**config.mk**
```make
export PLATFORM = sky130hd
export DESIGN_NAME = two_wire_bus_master
export DESIGN_NICKNAME = d
export VERILOG_FILES = /design/src/core/twi_master_pkg.sv /design/src/core/byte_fifo.sv /design/src/core/line_sync.sv /design/src/core/two_wire_bus_master.sv
export SDC_FILE = /design/constraint.sdc
export NUM_CORES = 1
export LEC_CHECK = 0
export ABC_CLOCK_PERIOD_IN_PS = 4400
export BUFFER_PORTS_ARGS = -buffer_cell sky130_fd_sc_hd__buf_2
export CORE_MARGIN = 5
export CORE_UTILIZATION = 38
export CTS_CLUSTER_DIAMETER = 150
export DETAILED_ROUTE_END_ITERATION = 12
export PLACE_DENSITY = 0.55
export SYNTH_ARGS = -nofsm -noshare
export SYNTH_HDL_FRONTEND = slang
export SYNTH_HIERARCHICAL = 1
export SYNTH_SLANG_ARGS = --single-unit
export TNS_END_PERCENT = 50
```
**constraint.sdc**
```tcl
create_clock -name clk_sys -period 4.4 [get_ports clk_sys]
set_clock_uncertainty 0.2 [all_clocks]
set_input_delay 0 -clock clk_sys [delete_from_list [all_inputs] [get_ports clk_sys]]
set_output_delay 0 -clock clk_sys [all_outputs]
set_load 0.005 [all_outputs]
```
**src/core/twi_master_pkg.sv**
```systemverilog
package twi_master_pkg;

    // ==========================================================
    // Timing
    // ==========================================================
    localparam int CLK_PERIOD_NS = 20;
    // The fastest bit that the bus allows, as a period in ns (400 kbit/s).
    localparam int BIT_MIN_NS    = 2500;
    // Each bit is four quarters; a least time rounds up.
    localparam int QTR_MIN_CYCLES_I =
        (BIT_MIN_NS + 4 * CLK_PERIOD_NS - 1) / (4 * CLK_PERIOD_NS);
    localparam logic [15:0] QTR_MIN_CYCLES = 16'(QTR_MIN_CYCLES_I);

    // ==========================================================
    // Widths and constants
    // ==========================================================
    localparam int          BYTE_W       = 8;
    localparam int          ADDR_W       = 7;
    localparam int          LEN_W        = 8;
    localparam int          FIFO_DEPTH   = 4;
    localparam logic [2:0]  BIT_LAST     = 3'h7;
    localparam logic [1:0]  PH_LAST      = 2'h3;
    localparam logic        DIR_WRITE    = 1'b0;
    localparam logic        DIR_READ     = 1'b1;

    // ==========================================================
    // Sequencer states
    // ==========================================================
    typedef enum logic [6:0] {
        ST_IDLE  = 7'b0000001,
        ST_START = 7'b0000010,
        ST_TX    = 7'b0000100,
        ST_RACK  = 7'b0001000,
        ST_RX    = 7'b0010000,
        ST_MACK  = 7'b0100000,
        ST_STOP  = 7'b1000000
    } state_t;

endpackage : twi_master_pkg

```
**src/core/byte_fifo.sv**
```systemverilog
`timescale 1ns/1ns
module byte_fifo
    import twi_master_pkg::*;
#(
    parameter int WIDTH = 8,
    parameter int DEPTH = 4
) (
    // Clock and control
    input  wire logic             clk_sys,
    input  wire logic             rst_n,
    input  wire logic             ce,
    // Filling side
    input  wire logic [WIDTH-1:0] in_data,
    input  wire logic             in_valid,
    output logic                  in_ready,
    // Draining side
    output logic      [WIDTH-1:0] out_data,
    output logic                  out_valid,
    input  wire logic             out_ready
);

    localparam int PW = $clog2(DEPTH);

    typedef struct packed {
        logic [DEPTH-1:0][WIDTH-1:0] mem;
        logic [PW-1:0]               wr_ptr;
        logic [PW-1:0]               rd_ptr;
        logic [PW:0]                 count;
        logic                        not_full;
    } fifo_state_t;

    fifo_state_t s;
    fifo_state_t next_s;
    logic        push;
    logic        pop;

    always_comb begin
        next_s = s;
        push   = in_valid && s.not_full;
        pop    = out_ready && (s.count != '0);
        if (push) begin
            next_s.mem[s.wr_ptr] = in_data;
            next_s.wr_ptr = (s.wr_ptr == PW'(DEPTH - 1)) ? '0
                                                         : s.wr_ptr + 1'b1;
        end
        if (pop) begin
            next_s.rd_ptr = (s.rd_ptr == PW'(DEPTH - 1)) ? '0
                                                         : s.rd_ptr + 1'b1;
        end
        if (push && !pop) begin
            next_s.count = s.count + 1'b1;
        end else if (pop && !push) begin
            next_s.count = s.count - 1'b1;
        end
        // Registered so that the source sees a clean ready.
        next_s.not_full = (next_s.count != (PW+1)'(DEPTH));
    end

    always_ff @(posedge clk_sys) begin
        if (!rst_n) begin
            s          <= '0;
            s.not_full <= 1'b1;
        end else if (ce) begin
            s <= next_s;
        end
    end

    assign in_ready  = s.not_full;
    assign out_valid = (s.count != '0);
    assign out_data  = s.mem[s.rd_ptr];

endmodule : byte_fifo

```
**src/core/line_sync.sv**
```systemverilog
`timescale 1ns/1ns
module line_sync
    import twi_master_pkg::*;
#(
    parameter int WIDTH = 2
) (
    // Clock and control
    input  wire logic             clk_sys,
    input  wire logic             rst_n,
    input  wire logic             ce,
    // Lines
    input  wire logic [WIDTH-1:0] async_in,
    output logic      [WIDTH-1:0] sync_out
);

    typedef struct packed {
        logic [WIDTH-1:0] meta;
        logic [WIDTH-1:0] stable;
    } sync_state_t;

    sync_state_t s;
    sync_state_t next_s;

    // Released lines idle high, so reset to high to avoid a false edge.
    always_comb begin
        next_s        = s;
        next_s.meta   = async_in;
        next_s.stable = s.meta;
    end

    always_ff @(posedge clk_sys) begin
        if (!rst_n) begin
            s <= '1;
        end else if (ce) begin
            s <= next_s;
        end
    end

    assign sync_out = s.stable;

endmodule : line_sync

```
**src/core/two_wire_bus_master.sv**
```systemverilog
`timescale 1ns/1ns
module two_wire_bus_master
    import twi_master_pkg::*;
(
    // Clock and control
    input  wire logic              clk_sys,
    input  wire logic              rst_n,
    input  wire logic              ce,
    // Bit rate: clock cycles per quarter bit
    input  wire logic [15:0]       qtr_div,
    // Command
    input  wire logic              cmd_valid,
    output logic                   cmd_ready,
    input  wire logic [ADDR_W-1:0] cmd_addr,
    input  wire logic              cmd_read,
    input  wire logic [LEN_W-1:0]  cmd_len,
    // Write data
    input  wire logic [BYTE_W-1:0] wr_data,
    input  wire logic              wr_valid,
    output logic                   wr_ready,
    // Read data and status
    output logic      [BYTE_W-1:0] rd_data,
    output logic                   rd_valid,
    output logic                   busy,
    output logic                   done,
    output logic                   nack,
    // Serial clock line
    input  wire logic              scl_in,
    output logic                   scl_out,
    output logic                   scl_oe_n,
    // Serial data line
    input  wire logic              sda_in,
    output logic                   sda_out,
    output logic                   sda_oe_n
);

    // ==========================================================
    // State
    // ==========================================================
    typedef struct packed {
        state_t              st;
        logic [1:0]          ph;
        logic [15:0]         tmr;
        logic [BYTE_W-1:0]   sh;
        logic [2:0]          bit_cnt;
        logic [LEN_W-1:0]    left;
        logic                rd;
        logic                scl_oe_n;
        logic                sda_oe_n;
        logic                line_lo;
        logic [BYTE_W-1:0]   rd_data;
        logic                rd_valid;
        logic                done;
        logic                nack;
        logic                busy;
        logic                cmd_ready;
    } master_state_t;

    master_state_t s;
    master_state_t next_s;

    logic [1:0]        lines_s;
    logic              scl_s;
    logic              sda_s;
    logic [BYTE_W-1:0] fifo_data;
    logic              fifo_valid;
    logic              fifo_pop;
    logic [15:0]       reload;
    logic              tick;
    logic              waiting;

    // ==========================================================
    // Line sampling and write buffer
    // ==========================================================
    line_sync #(
        .WIDTH    (2)
    ) i_line_sync (
        .clk_sys  (clk_sys),
        .rst_n    (rst_n),
        .ce       (ce),
        .async_in ({scl_in, sda_in}),
        .sync_out (lines_s)
    );

    assign scl_s = lines_s[1];
    assign sda_s = lines_s[0];

    byte_fifo #(
        .WIDTH     (BYTE_W),
        .DEPTH     (FIFO_DEPTH)
    ) i_byte_fifo (
        .clk_sys   (clk_sys),
        .rst_n     (rst_n),
        .ce        (ce),
        .in_data   (wr_data),
        .in_valid  (wr_valid),
        .in_ready  (wr_ready),
        .out_data  (fifo_data),
        .out_valid (fifo_valid),
        .out_ready (fifo_pop)
    );

    // ==========================================================
    // Bit sequencer
    // ==========================================================
    always_comb begin
        next_s          = s;
        next_s.rd_valid = 1'b0;
        next_s.done     = 1'b0;
        fifo_pop        = 1'b0;
        // A request faster than the bus allows is clamped to the limit.
        reload = (qtr_div < QTR_MIN_CYCLES) ? QTR_MIN_CYCLES - 16'h0001
                                            : qtr_div - 16'h0001;
        tick = (s.tmr == 16'h0000);
        // While the clock is released, count only once it reads high.
        waiting = s.scl_oe_n && !scl_s && (s.st != ST_IDLE);

        if (waiting) begin
            next_s.tmr = reload;
        end else if (!tick) begin
            next_s.tmr = s.tmr - 16'h0001;
        end else begin
            // Rate is taken afresh each quarter, so it may change anytime.
            next_s.tmr = reload;
            next_s.ph  = s.ph + 2'h1;
            unique case (s.st)
                ST_IDLE: begin
                    next_s.tmr = 16'h0000;
                    next_s.ph  = 2'h0;
                    if (cmd_valid) begin
                        next_s.sh = {cmd_addr, cmd_read};
                        next_s.rd        = cmd_read;
                        next_s.left      = cmd_len;
                        next_s.nack      = 1'b0;
                        next_s.busy      = 1'b1;
                        next_s.cmd_ready = 1'b0;
                        next_s.tmr       = reload;
                        next_s.st        = ST_START;
                    end
                end
                ST_START: begin
                    // Clock stays released through phases 0 to 2.
                    if (s.ph == 2'h1) begin
                        next_s.sda_oe_n = 1'b0;
                    end else if (s.ph == 2'h2) begin
                        next_s.scl_oe_n = 1'b0;
                    end else if (s.ph == PH_LAST) begin
                        next_s.bit_cnt = BIT_LAST;
                        next_s.st      = ST_TX;
                    end
                end
                ST_TX, ST_RACK, ST_RX, ST_MACK: begin
                    unique case (s.ph)
                        2'h0: begin
                            // Clock is low here, so data may move.
                            if (s.st == ST_TX) begin
                                next_s.sda_oe_n =
                                    s.sh[BYTE_W-1];
                            end else if (s.st == ST_MACK) begin
                                // Last byte read is refused to end the read.
                                next_s.sda_oe_n = (s.left == '0);
                            end else begin
                                next_s.sda_oe_n = 1'b1;
                            end
                        end
                        2'h1: begin
                            next_s.scl_oe_n = 1'b1;
                        end
                        2'h2: begin
                            if (s.st == ST_RACK) begin
                                next_s.nack = sda_s;
                            end else if (s.st == ST_RX) begin
                                next_s.sh = {s.sh[BYTE_W-2:0],
                                             sda_s};
                            end
                            next_s.scl_oe_n = 1'b0;
                        end
                        default: begin
                            next_s.ph = 2'h0;
                            if (s.st == ST_TX) begin
                                next_s.sh = {s.sh[BYTE_W-2:0], 1'b0};
                                if (s.bit_cnt == 3'h0) begin
                                    next_s.st = ST_RACK;
                                end else begin
                                    next_s.bit_cnt = s.bit_cnt - 3'h1;
                                end
                            end else if (s.st == ST_RX) begin
                                if (s.bit_cnt == 3'h0) begin
                                    next_s.rd_data  = s.sh;
                                    next_s.rd_valid = 1'b1;
                                    next_s.left     = s.left - 1'b1;
                                    next_s.st       = ST_MACK;
                                end else begin
                                    next_s.bit_cnt = s.bit_cnt - 3'h1;
                                end
                            end else if (s.st == ST_MACK) begin
                                next_s.bit_cnt = BIT_LAST;
                                next_s.st = (s.left == '0) ? ST_STOP : ST_RX;
                            end else if (s.nack || s.left == '0) begin
                                next_s.st = ST_STOP;
                            end else if (s.rd) begin
                                next_s.bit_cnt = BIT_LAST;
                                next_s.st      = ST_RX;
                            end else if (fifo_valid) begin
                                fifo_pop       = 1'b1;
                                next_s.sh      = fifo_data;
                                next_s.left    = s.left - 1'b1;
                                next_s.bit_cnt = BIT_LAST;
                                next_s.st      = ST_TX;
                            end else begin
                                // No data yet: hold the clock low and wait.
                                next_s.ph  = PH_LAST;
                                next_s.tmr = 16'h0000;
                            end
                        end
                    endcase
                end
                ST_STOP: begin
                    unique case (s.ph)
                        2'h0: begin
                            next_s.sda_oe_n = 1'b0;
                        end
                        2'h1: begin
                            next_s.scl_oe_n = 1'b1;
                        end
                        2'h2: begin
                            next_s.sda_oe_n = 1'b1;
                        end
                        default: begin
                            // Last quarter is bus free time before idle.
                            next_s.ph        = 2'h0;
                            next_s.tmr       = 16'h0000;
                            next_s.busy      = 1'b0;
                            next_s.cmd_ready = 1'b1;
                            next_s.done      = 1'b1;
                            next_s.st        = ST_IDLE;
                        end
                    endcase
                end
            endcase
        end
    end

    // No arbitration: the lines are never checked for another master.
    always_ff @(posedge clk_sys) begin
        if (!rst_n) begin
            s           <= '0;
            s.st        <= ST_IDLE;
            s.scl_oe_n  <= 1'b1;
            s.sda_oe_n  <= 1'b1;
            s.cmd_ready <= 1'b1;
        end else if (ce) begin
            s <= next_s;
        end
    end

    // ==========================================================
    // Outputs
    // ==========================================================
    assign cmd_ready = s.cmd_ready;
    assign rd_data   = s.rd_data;
    assign rd_valid  = s.rd_valid;
    assign busy      = s.busy;
    assign done      = s.done;
    assign nack      = s.nack;
    // Open-drain: the pins only ever drive low, and release otherwise.
    assign scl_out   = s.line_lo;
    assign scl_oe_n  = s.scl_oe_n;
    assign sda_out   = s.line_lo;
    assign sda_oe_n  = s.sda_oe_n;

endmodule : two_wire_bus_master

```
After elaboration in Yosys (flattened, before gate mapping) --
Index checks and enable logic that the tools add are counted. Widths: inputs -> output; s select.
Cells by class: divide/modulo/power cells 0, equality and inequality tests 46, add/sub/neg operators 9, magnitude comparators 4, multiply operators 0, bitwise gates (word level) 3, shift operators 0, reductions and logical operators 36, muxes and demuxes 108
Operators with widths (number):
- $mux 37 | 8
- $mux 19 | 10
- $mux 7 | 13
- $mux 26 | 3
- $mux 8 | 8
- $pmux 18 s3 | 1
- $mux 25 | 2
- $mux 16 | 3
- $pmux 8 s2 | 3
- $mux 18 | 2
- $ne 7x7->1 const B | 5
- $mux 11 | 3
- $bwmux 32 | 1
- $sub 16x1->16 const B | 2
- $pmux 7 s4 | 1
- $mux 3 | 9
- $mux 1 | 26
- $ne 2x2->1 const B | 13
- $mux 24 | 1
- $ne 3x3->1 const B | 8
- $reduce_and 12->1 | 2
- $bmux 8 s2 | 1
- $demux 8 s2 | 1
- $logic_not 16->1 | 1
- 48 further kinds | 79
Word-level totals: output and inout port bits 18, flip-flop bits (word level) 104, bits in latches 0, word-level logic and storage cells 231, bits in writable memories 0, memories kept 0, memory bits (read-only) 0, bits of input ports 47

Logic depth before layout (Yosys ltp) --
depth after elaboration 28, depth in mapped cells 12, mapped depth without buffers 11

By module --
The synthesis kept the hierarchy.
Modules (own cells, without submodules):
- two_wire_bus_master | seq. area each 1201.2 um2, times used 1, cells an instance 555, area each 4217.8 um2
- byte_fifo | seq. area each 800.8 um2, times used 1, cells an instance 214, area each 1928.1 um2
- line_sync | seq. area each 80.1 um2, times used 1, cells an instance 13, area each 140.1 um2

Worst setup path before layout --
No wires, ideal clock.
kind register to register, from reg, netlist name s[57], to reg i_byte_fifo.s, in the netlist i_byte_fifo/in_ready, setup slack 1.266 ns, stages on the path, launching flop included 13, setup time 0.130 ns, period minus slack after synthesis 3.134 ns, arrival time 2.804 ns, required time 4.070 ns, path buffers 3, cells stage by stage dfxtp_1 buf_6 or4b_1 clkbuf_1 o311ai_0 nand2_1 clkbuf_1 nor3_1 and4_1 a21oi_1 or4_1 o21ai_1 a32oi_1
RTL lines:
- end signal: assignment | line byte_fifo.sv:64 | s <= next_s;
- end: declaration | line byte_fifo.sv:32 | fifo_state_t s;

==> flow_summary.html <==
<table>
<tr><th>Metric</th><th>Value</th></tr>
<tr><th colspan="2">GRT</th></tr>
<tr><td>Global-route wire length before repair</td><td>30.0 mm</td></tr>
<tr><td>Via count of the first global-routing pass</td><td>approximately 5,800</td></tr>
<tr><td>Number of antenna violations at the first check in global routing</td><td>0</td></tr>
<tr><td>Leftover overflow at the end of global routing</td><td>0</td></tr>
<tr><td>Maximum number of pins on one net before global-route repair</td><td>79</td></tr>
<tr><td>Aggregate global-route resource usage</td><td>18.7%</td></tr>
<tr><th colspan="2">Worst setup path</th></tr>
<tr><td>Longest individual stage delay on the worst path</td><td>0.68 ns</td></tr>
<tr><td>Startpoint kind of the worst setup timing path</td><td>flop</td></tr>
<tr><td>Cells along the critical path</td><td>or4_4, a211oi_1, nor3_1, a211o_2, a221oi_1, a211oi_1, dlygate4sd3_1</td></tr>
<tr><td>Critical path required time</td><td>4.45 ns</td></tr>
<tr><td>Reg2reg start</td><td>s[56]$_SDFFE_PN0P_</td></tr>
<tr><td>Startpoint of the worst setup timing path</td><td>s[56]$_SDFFE_PN0P_</td></tr>
<tr><td>Peak fanout along the critical path</td><td>16</td></tr>
<tr><td>Critical path class</td><td>flop to flop</td></tr>
<tr><td>Kind of capture point of the worst setup path</td><td>flop</td></tr>
<tr><td>Crit-path most repeated cell</td><td>sky130_fd_sc_hd__a211oi_1</td></tr>
<tr><td>Highest-delay cell along the critical path</td><td>sky130_fd_sc_hd__or4_4</td></tr>
<tr><td>Critical Path AT</td><td>3.76 ns</td></tr>
<tr><th colspan="2">Drt</th></tr>
<tr><td>Count of vias placed by the detailed router</td><td>between 5,000 and 6,000</td></tr>
<tr><td>Number of violations reported at the end of detailed-routing iteration 0</td><td>469</td></tr>
<tr><td>Number of search-and-repair iterations in the first detailed-routing pass</td><td>7</td></tr>
<tr><td>Post-detailed-route DRC marker count</td><td>0</td></tr>
<tr><td>Routed len/inst</td><td>16.6 um</td></tr>
<tr><td>Antenna Nets Post-Route</td><td>0</td></tr>
<tr><td>Sum of routed wire length over all layers</td><td>18.1 mm</td></tr>
<tr><td>Via count normalized by instance count</td><td>~5.5</td></tr>
<tr><th colspan="2">STA</th></tr>
<tr><td>Crit path time final</td><td>3.72 ns</td></tr>
<tr><td>Final period util</td><td>84.5%</td></tr>
<tr><td>Worst max-slew margin expressed relative to the limit</td><td>24.2%</td></tr>
<tr><td>Fmax</td><td>between 200 and 300 MHz</td></tr>
<tr><td>Slew of the pin with the lowest slew margin</td><td>about 1.1 ns</td></tr>
<tr><td>Count of final hold-check violations</td><td>0</td></tr>
<tr><td>Unrepaired setup endpoints after global routing</td><td>false</td></tr>
<tr><td>Setup-violating endpoint count in the final report</td><td>0</td></tr>
<tr><td>Number of max-slew violations in the final report</td><td>0</td></tr>
<tr><td>Setup TNS Final</td><td>0 ns</td></tr>
<tr><th colspan="2">Placement</th></tr>
<tr><td>Port Buffers</td><td>slightly above 60</td></tr>
<tr><td>Half-perimeter wire length of the detailed placement result</td><td>12.6 mm</td></tr>
<tr><td>Final Wtd Congestion</td><td>around 0.92</td></tr>
<tr><th colspan="2">Floorplan</th></tr>
<tr><td>Floorplan die height</td><td>139 um</td></tr>
<tr><td>Die Area</td><td>0.0192 mm^2</td></tr>
<tr><td>Floorplan die width</td><td>139 um</td></tr>
<tr><td>Placeable core region</td><td>0.0164 mm^2</td></tr>
<tr><td>Number of rows in the core area</td><td>between 40 and 50</td></tr>
<tr><td>Starting density of the core</td><td>38.3%</td></tr>
<tr><td>I/O pin cnt</td><td>65</td></tr>
<tr><th colspan="2">Clock tree</th></tr>
<tr><td>Post-CTS setup-driven buffer insertion count</td><td>0</td></tr>
<tr><td>Cell chosen for the clock root</td><td>sky130_fd_sc_hd__clkbuf_16</td></tr>
<tr><td>Clk Latency, worst-skew pair</td><td>~0.36 ns</td></tr>
<tr><td>Worst-case clock buffer depth</td><td>2</td></tr>
<tr><td>Number of clock buffers inserted by TritonCTS</td><td>9</td></tr>
<tr><td>Clock net sink count</td><td>104</td></tr>
<tr><td>H-tree depth</td><td>3</td></tr>
<tr><td>TritonCTS clock tree</td><td>done</td></tr>
<tr><td>Clock slew at the register clock pins of the worst setup and hold paths</td><td>0.07 ns</td></tr>
<tr><th colspan="2">Job</th></tr>
<tr><td>Max Cap Viol</td><td>0</td></tr>
<tr><th colspan="2">Final layout</th></tr>
<tr><td>Number of nets in the final layout</td><td>927</td></tr>
<tr><td>Syn-to-layout area delta</td><td>19.6%</td></tr>
<tr><td>Post-Route Utilization</td><td>45.8%</td></tr>
<tr><td>Share of cells above drive strength 1</td><td>between 10% and 20%</td></tr>
<tr><td>Top library cells by usage in the layout, fill and taps aside</td><td>sky130_fd_sc_hd__nand2_1 (117), sky130_fd_sc_hd__dfxtp_1 (104), sky130_fd_sc_hd__buf_2 (62)</td></tr>
<tr><td>Most common cell after layout, fill and taps aside</td><td>sky130_fd_sc_hd__nand2_1</td></tr>
<tr><td>Antenna diode instance count</td><td>0</td></tr>
<tr><th colspan="2">Power</th></tr>
<tr><td>VDD IR-drop max</td><td>~0.00018 V</td></tr>
<tr><td>Power density over the cells</td><td>approximately 300 mW/mm^2</td></tr>
<tr><td>Pleak</td><td>2.91 nW</td></tr>
<tr><th colspan="2">Logic synthesis</th></tr>
<tr><td>Cell variety after synth</td><td>74</td></tr>
<tr><td>Fraction of synthesis flops using an asynchronous set or reset pin</td><td>0%</td></tr>
<tr><td>Fraction of the yosys area taken by sequential cells</td><td>33.1%</td></tr>
<tr><td>Synthesized area</td><td>0.00629 mm^2</td></tr>
<tr><td>Primary FF master, synth</td><td>sky130_fd_sc_hd__dfxtp_1</td></tr>
<tr><td>Mean instance size in the synthesized netlist</td><td>8.04 um^2</td></tr>
<tr><td>Number of standard cells after synthesis</td><td>782</td></tr>
<tr><td>Flops &amp; latches, synth</td><td>104</td></tr>
<tr><td>Synth warn</td><td>6</td></tr>
<tr><td>Number of flops mapped to enable cells by yosys</td><td>0</td></tr>
<tr><th colspan="2">Worst hold path</th></tr>
<tr><td>Worst min-delay path category</td><td>input port to flop</td></tr>
<tr><td>Start point of the worst min-delay path</td><td>cmd_valid</td></tr>
<tr><th colspan="2">Status</th></tr>
<tr><td>Result of the run</td><td>complete, no violations</td></tr>
</table>
==> stage by stage <==
stage          cell area, um^2  setup slack (ns)  std cells  power (mW)  hold WS (ns)
4_1_cts                   7520             0.711       1087        2.25       0.00123
3_5_place_dp              6670             0.875       1016        1.40        0.0255
2_1_floorplan             6290              1.27        783        1.28        -0.138
3_3_place_gp              6670             0.945       1016        1.39        0.0198
6_report                  7520             0.683       1087        2.22        0.0215
5_1_grt                   7520             0.536       1087        2.34        0.0431
==> sequential cells by signal, summed over array words and instances, names as in the netlist <==
signal / cells
rd_data: 8
cmd_ready: 1
nack: 1
i_byte_fifo/s: 39
sda_oe_n: 1
i_line_sync/next_s: 2
i_line_sync/sync_out: 2
scl_oe_n: 1
s: 45
rd_valid: 1
busy: 1
i_byte_fifo/in_ready: 1
done: 1
==> metal layers <==
layer / vias up / share of wire (%) / GRT usage, %
li1: 2987 / - / -
met4: 0 / 1.5 / 4.48
met3: 25 / 4.0 / 3.79
met5: - / 0 / 0
met2: 143 / 47 / 30.9
met1: 2829 / 47 / 25.3
==> worst max-delay path: cells and delay by family, from the launching register on <==
| family | cells | cell delay, ns |
|---|---|---|
| AOI/OAI and AO/OA | 4 | 1.57 |
| buffers and inverters | 1 | 0.60 |
| DFF | 1 | 0.45 |
| and+or+nand+nor | 2 | 0.77 |
==> worst paths after layout <==
kind,to,slack [ns],cells after the start
max,s[36]$_SDFFE_PN0P_,0.68,7
min,s[28]$_SDFFE_PN0P_,0.02,3
max reg2reg,s[36]$_SDFFE_PN0P_,0.68,7
min reg2reg,i_byte_fifo/s[15]$_SDFFE_PN0P_,0.26,2
==> timing repair <==
item,in CTS,in global routing
hold buffers,55,0
hold endpoints to repair,69,0
resized for setup,0,0
==> synthesized netlist by cell type (3+ instances only) <==
cell type	count	area share, %
sky130_fd_sc_hd__o41ai_1	4	0.56
sky130_fd_sc_hd__a31oi_1	11	1.1
sky130_fd_sc_hd__or4_4	4	0.72
sky130_fd_sc_hd__a221oi_1	9	1.3
sky130_fd_sc_hd__inv_1	24	1.4
sky130_fd_sc_hd__nand2_1	117	7.0
sky130_fd_sc_hd__nand3_1	23	1.8
sky130_fd_sc_hd__o31ai_1	3	0.36
sky130_fd_sc_hd__nor4b_1	3	0.42
sky130_fd_sc_hd__a21boi_0	30	3.6
sky130_fd_sc_hd__nand2b_1	6	0.60
sky130_fd_sc_hd__nor4_1	21	2.1
sky130_fd_sc_hd__nor3b_1	7	0.84
sky130_fd_sc_hd__o2111ai_1	3	0.42
sky130_fd_sc_hd__ha_1	18	3.6
sky130_fd_sc_hd__o311ai_0	3	0.42
sky130_fd_sc_hd__clkbuf_1	38	2.3
sky130_fd_sc_hd__o21ai_1	6	0.48
sky130_fd_sc_hd__mux2i_1	22	3.5
sky130_fd_sc_hd__xor2_1	15	2.1
sky130_fd_sc_hd__buf_1	4	0.24
sky130_fd_sc_hd__or4_1	12	1.4
sky130_fd_sc_hd__dfxtp_1	104	33
sky130_fd_sc_hd__nor2_1	55	3.3
sky130_fd_sc_hd__a21oi_1	43	3.4
sky130_fd_sc_hd__and2_1	7	0.70
sky130_fd_sc_hd__nor2b_1	8	0.80
sky130_fd_sc_hd__nand4_1	6	0.60
sky130_fd_sc_hd__buf_4	10	1.2
sky130_fd_sc_hd__a211oi_1	4	0.48
sky130_fd_sc_hd__a21boi_1	3	0.36
sky130_fd_sc_hd__buf_2	5	0.40
sky130_fd_sc_hd__nor3_1	22	1.8
sky130_fd_sc_hd__mux4_2	8	2.9
sky130_fd_sc_hd__or3_1	10	1.0
sky130_fd_sc_hd__a31o_2	6	0.84
sky130_fd_sc_hd__o22ai_1	9	0.90
sky130_fd_sc_hd__o21ai_0	34	2.7
sky130_fd_sc_hd__o211ai_1	6	0.72
sky130_fd_sc_hd__xnor2_1	13	1.8
==> final cells by class <==
type	count	area, um^2
clock buffer	9	225
clock inverter	7	72.6
fill	1591	8890
inverter	24	90.1
multi-input combinational	595	3830
sequential	104	2080
tap	220	275
timing repair buffer	128	943
==> logic make-up (layout without fill, tap and decap cells) <==
| kind of cell | Yosys count | after routing | share of synthesized area, % |
|---|---|---|---|
| flip-flops | 104 | 104 | 33.1 |
| XOR/XNOR | 28 | 28 | 3.90 |
| AO/OA/AOI/OAI | 198 | 198 | 21.4 |
| AND/OR/NAND/NOR | 319 | 319 | 25.6 |
| buffers and inverters | 84 | 168 | 5.97 |
| other | 1 | 2 | 0.0597 |
| multiplexers | 30 | 30 | 6.37 |
| adder cells (fa/ha/maj) | 18 | 18 | 3.58 |
==> report_power, final <==
part | switching [mW] | internal [mW] | leakage (nW)
Clock | 0.402 | 0.402 | 0.148
Combinational | 0.234 | 0.173 | 1.92
Sequential | 0.0374 | 0.974 | 0.843
(Power assumes the default switching activity.)
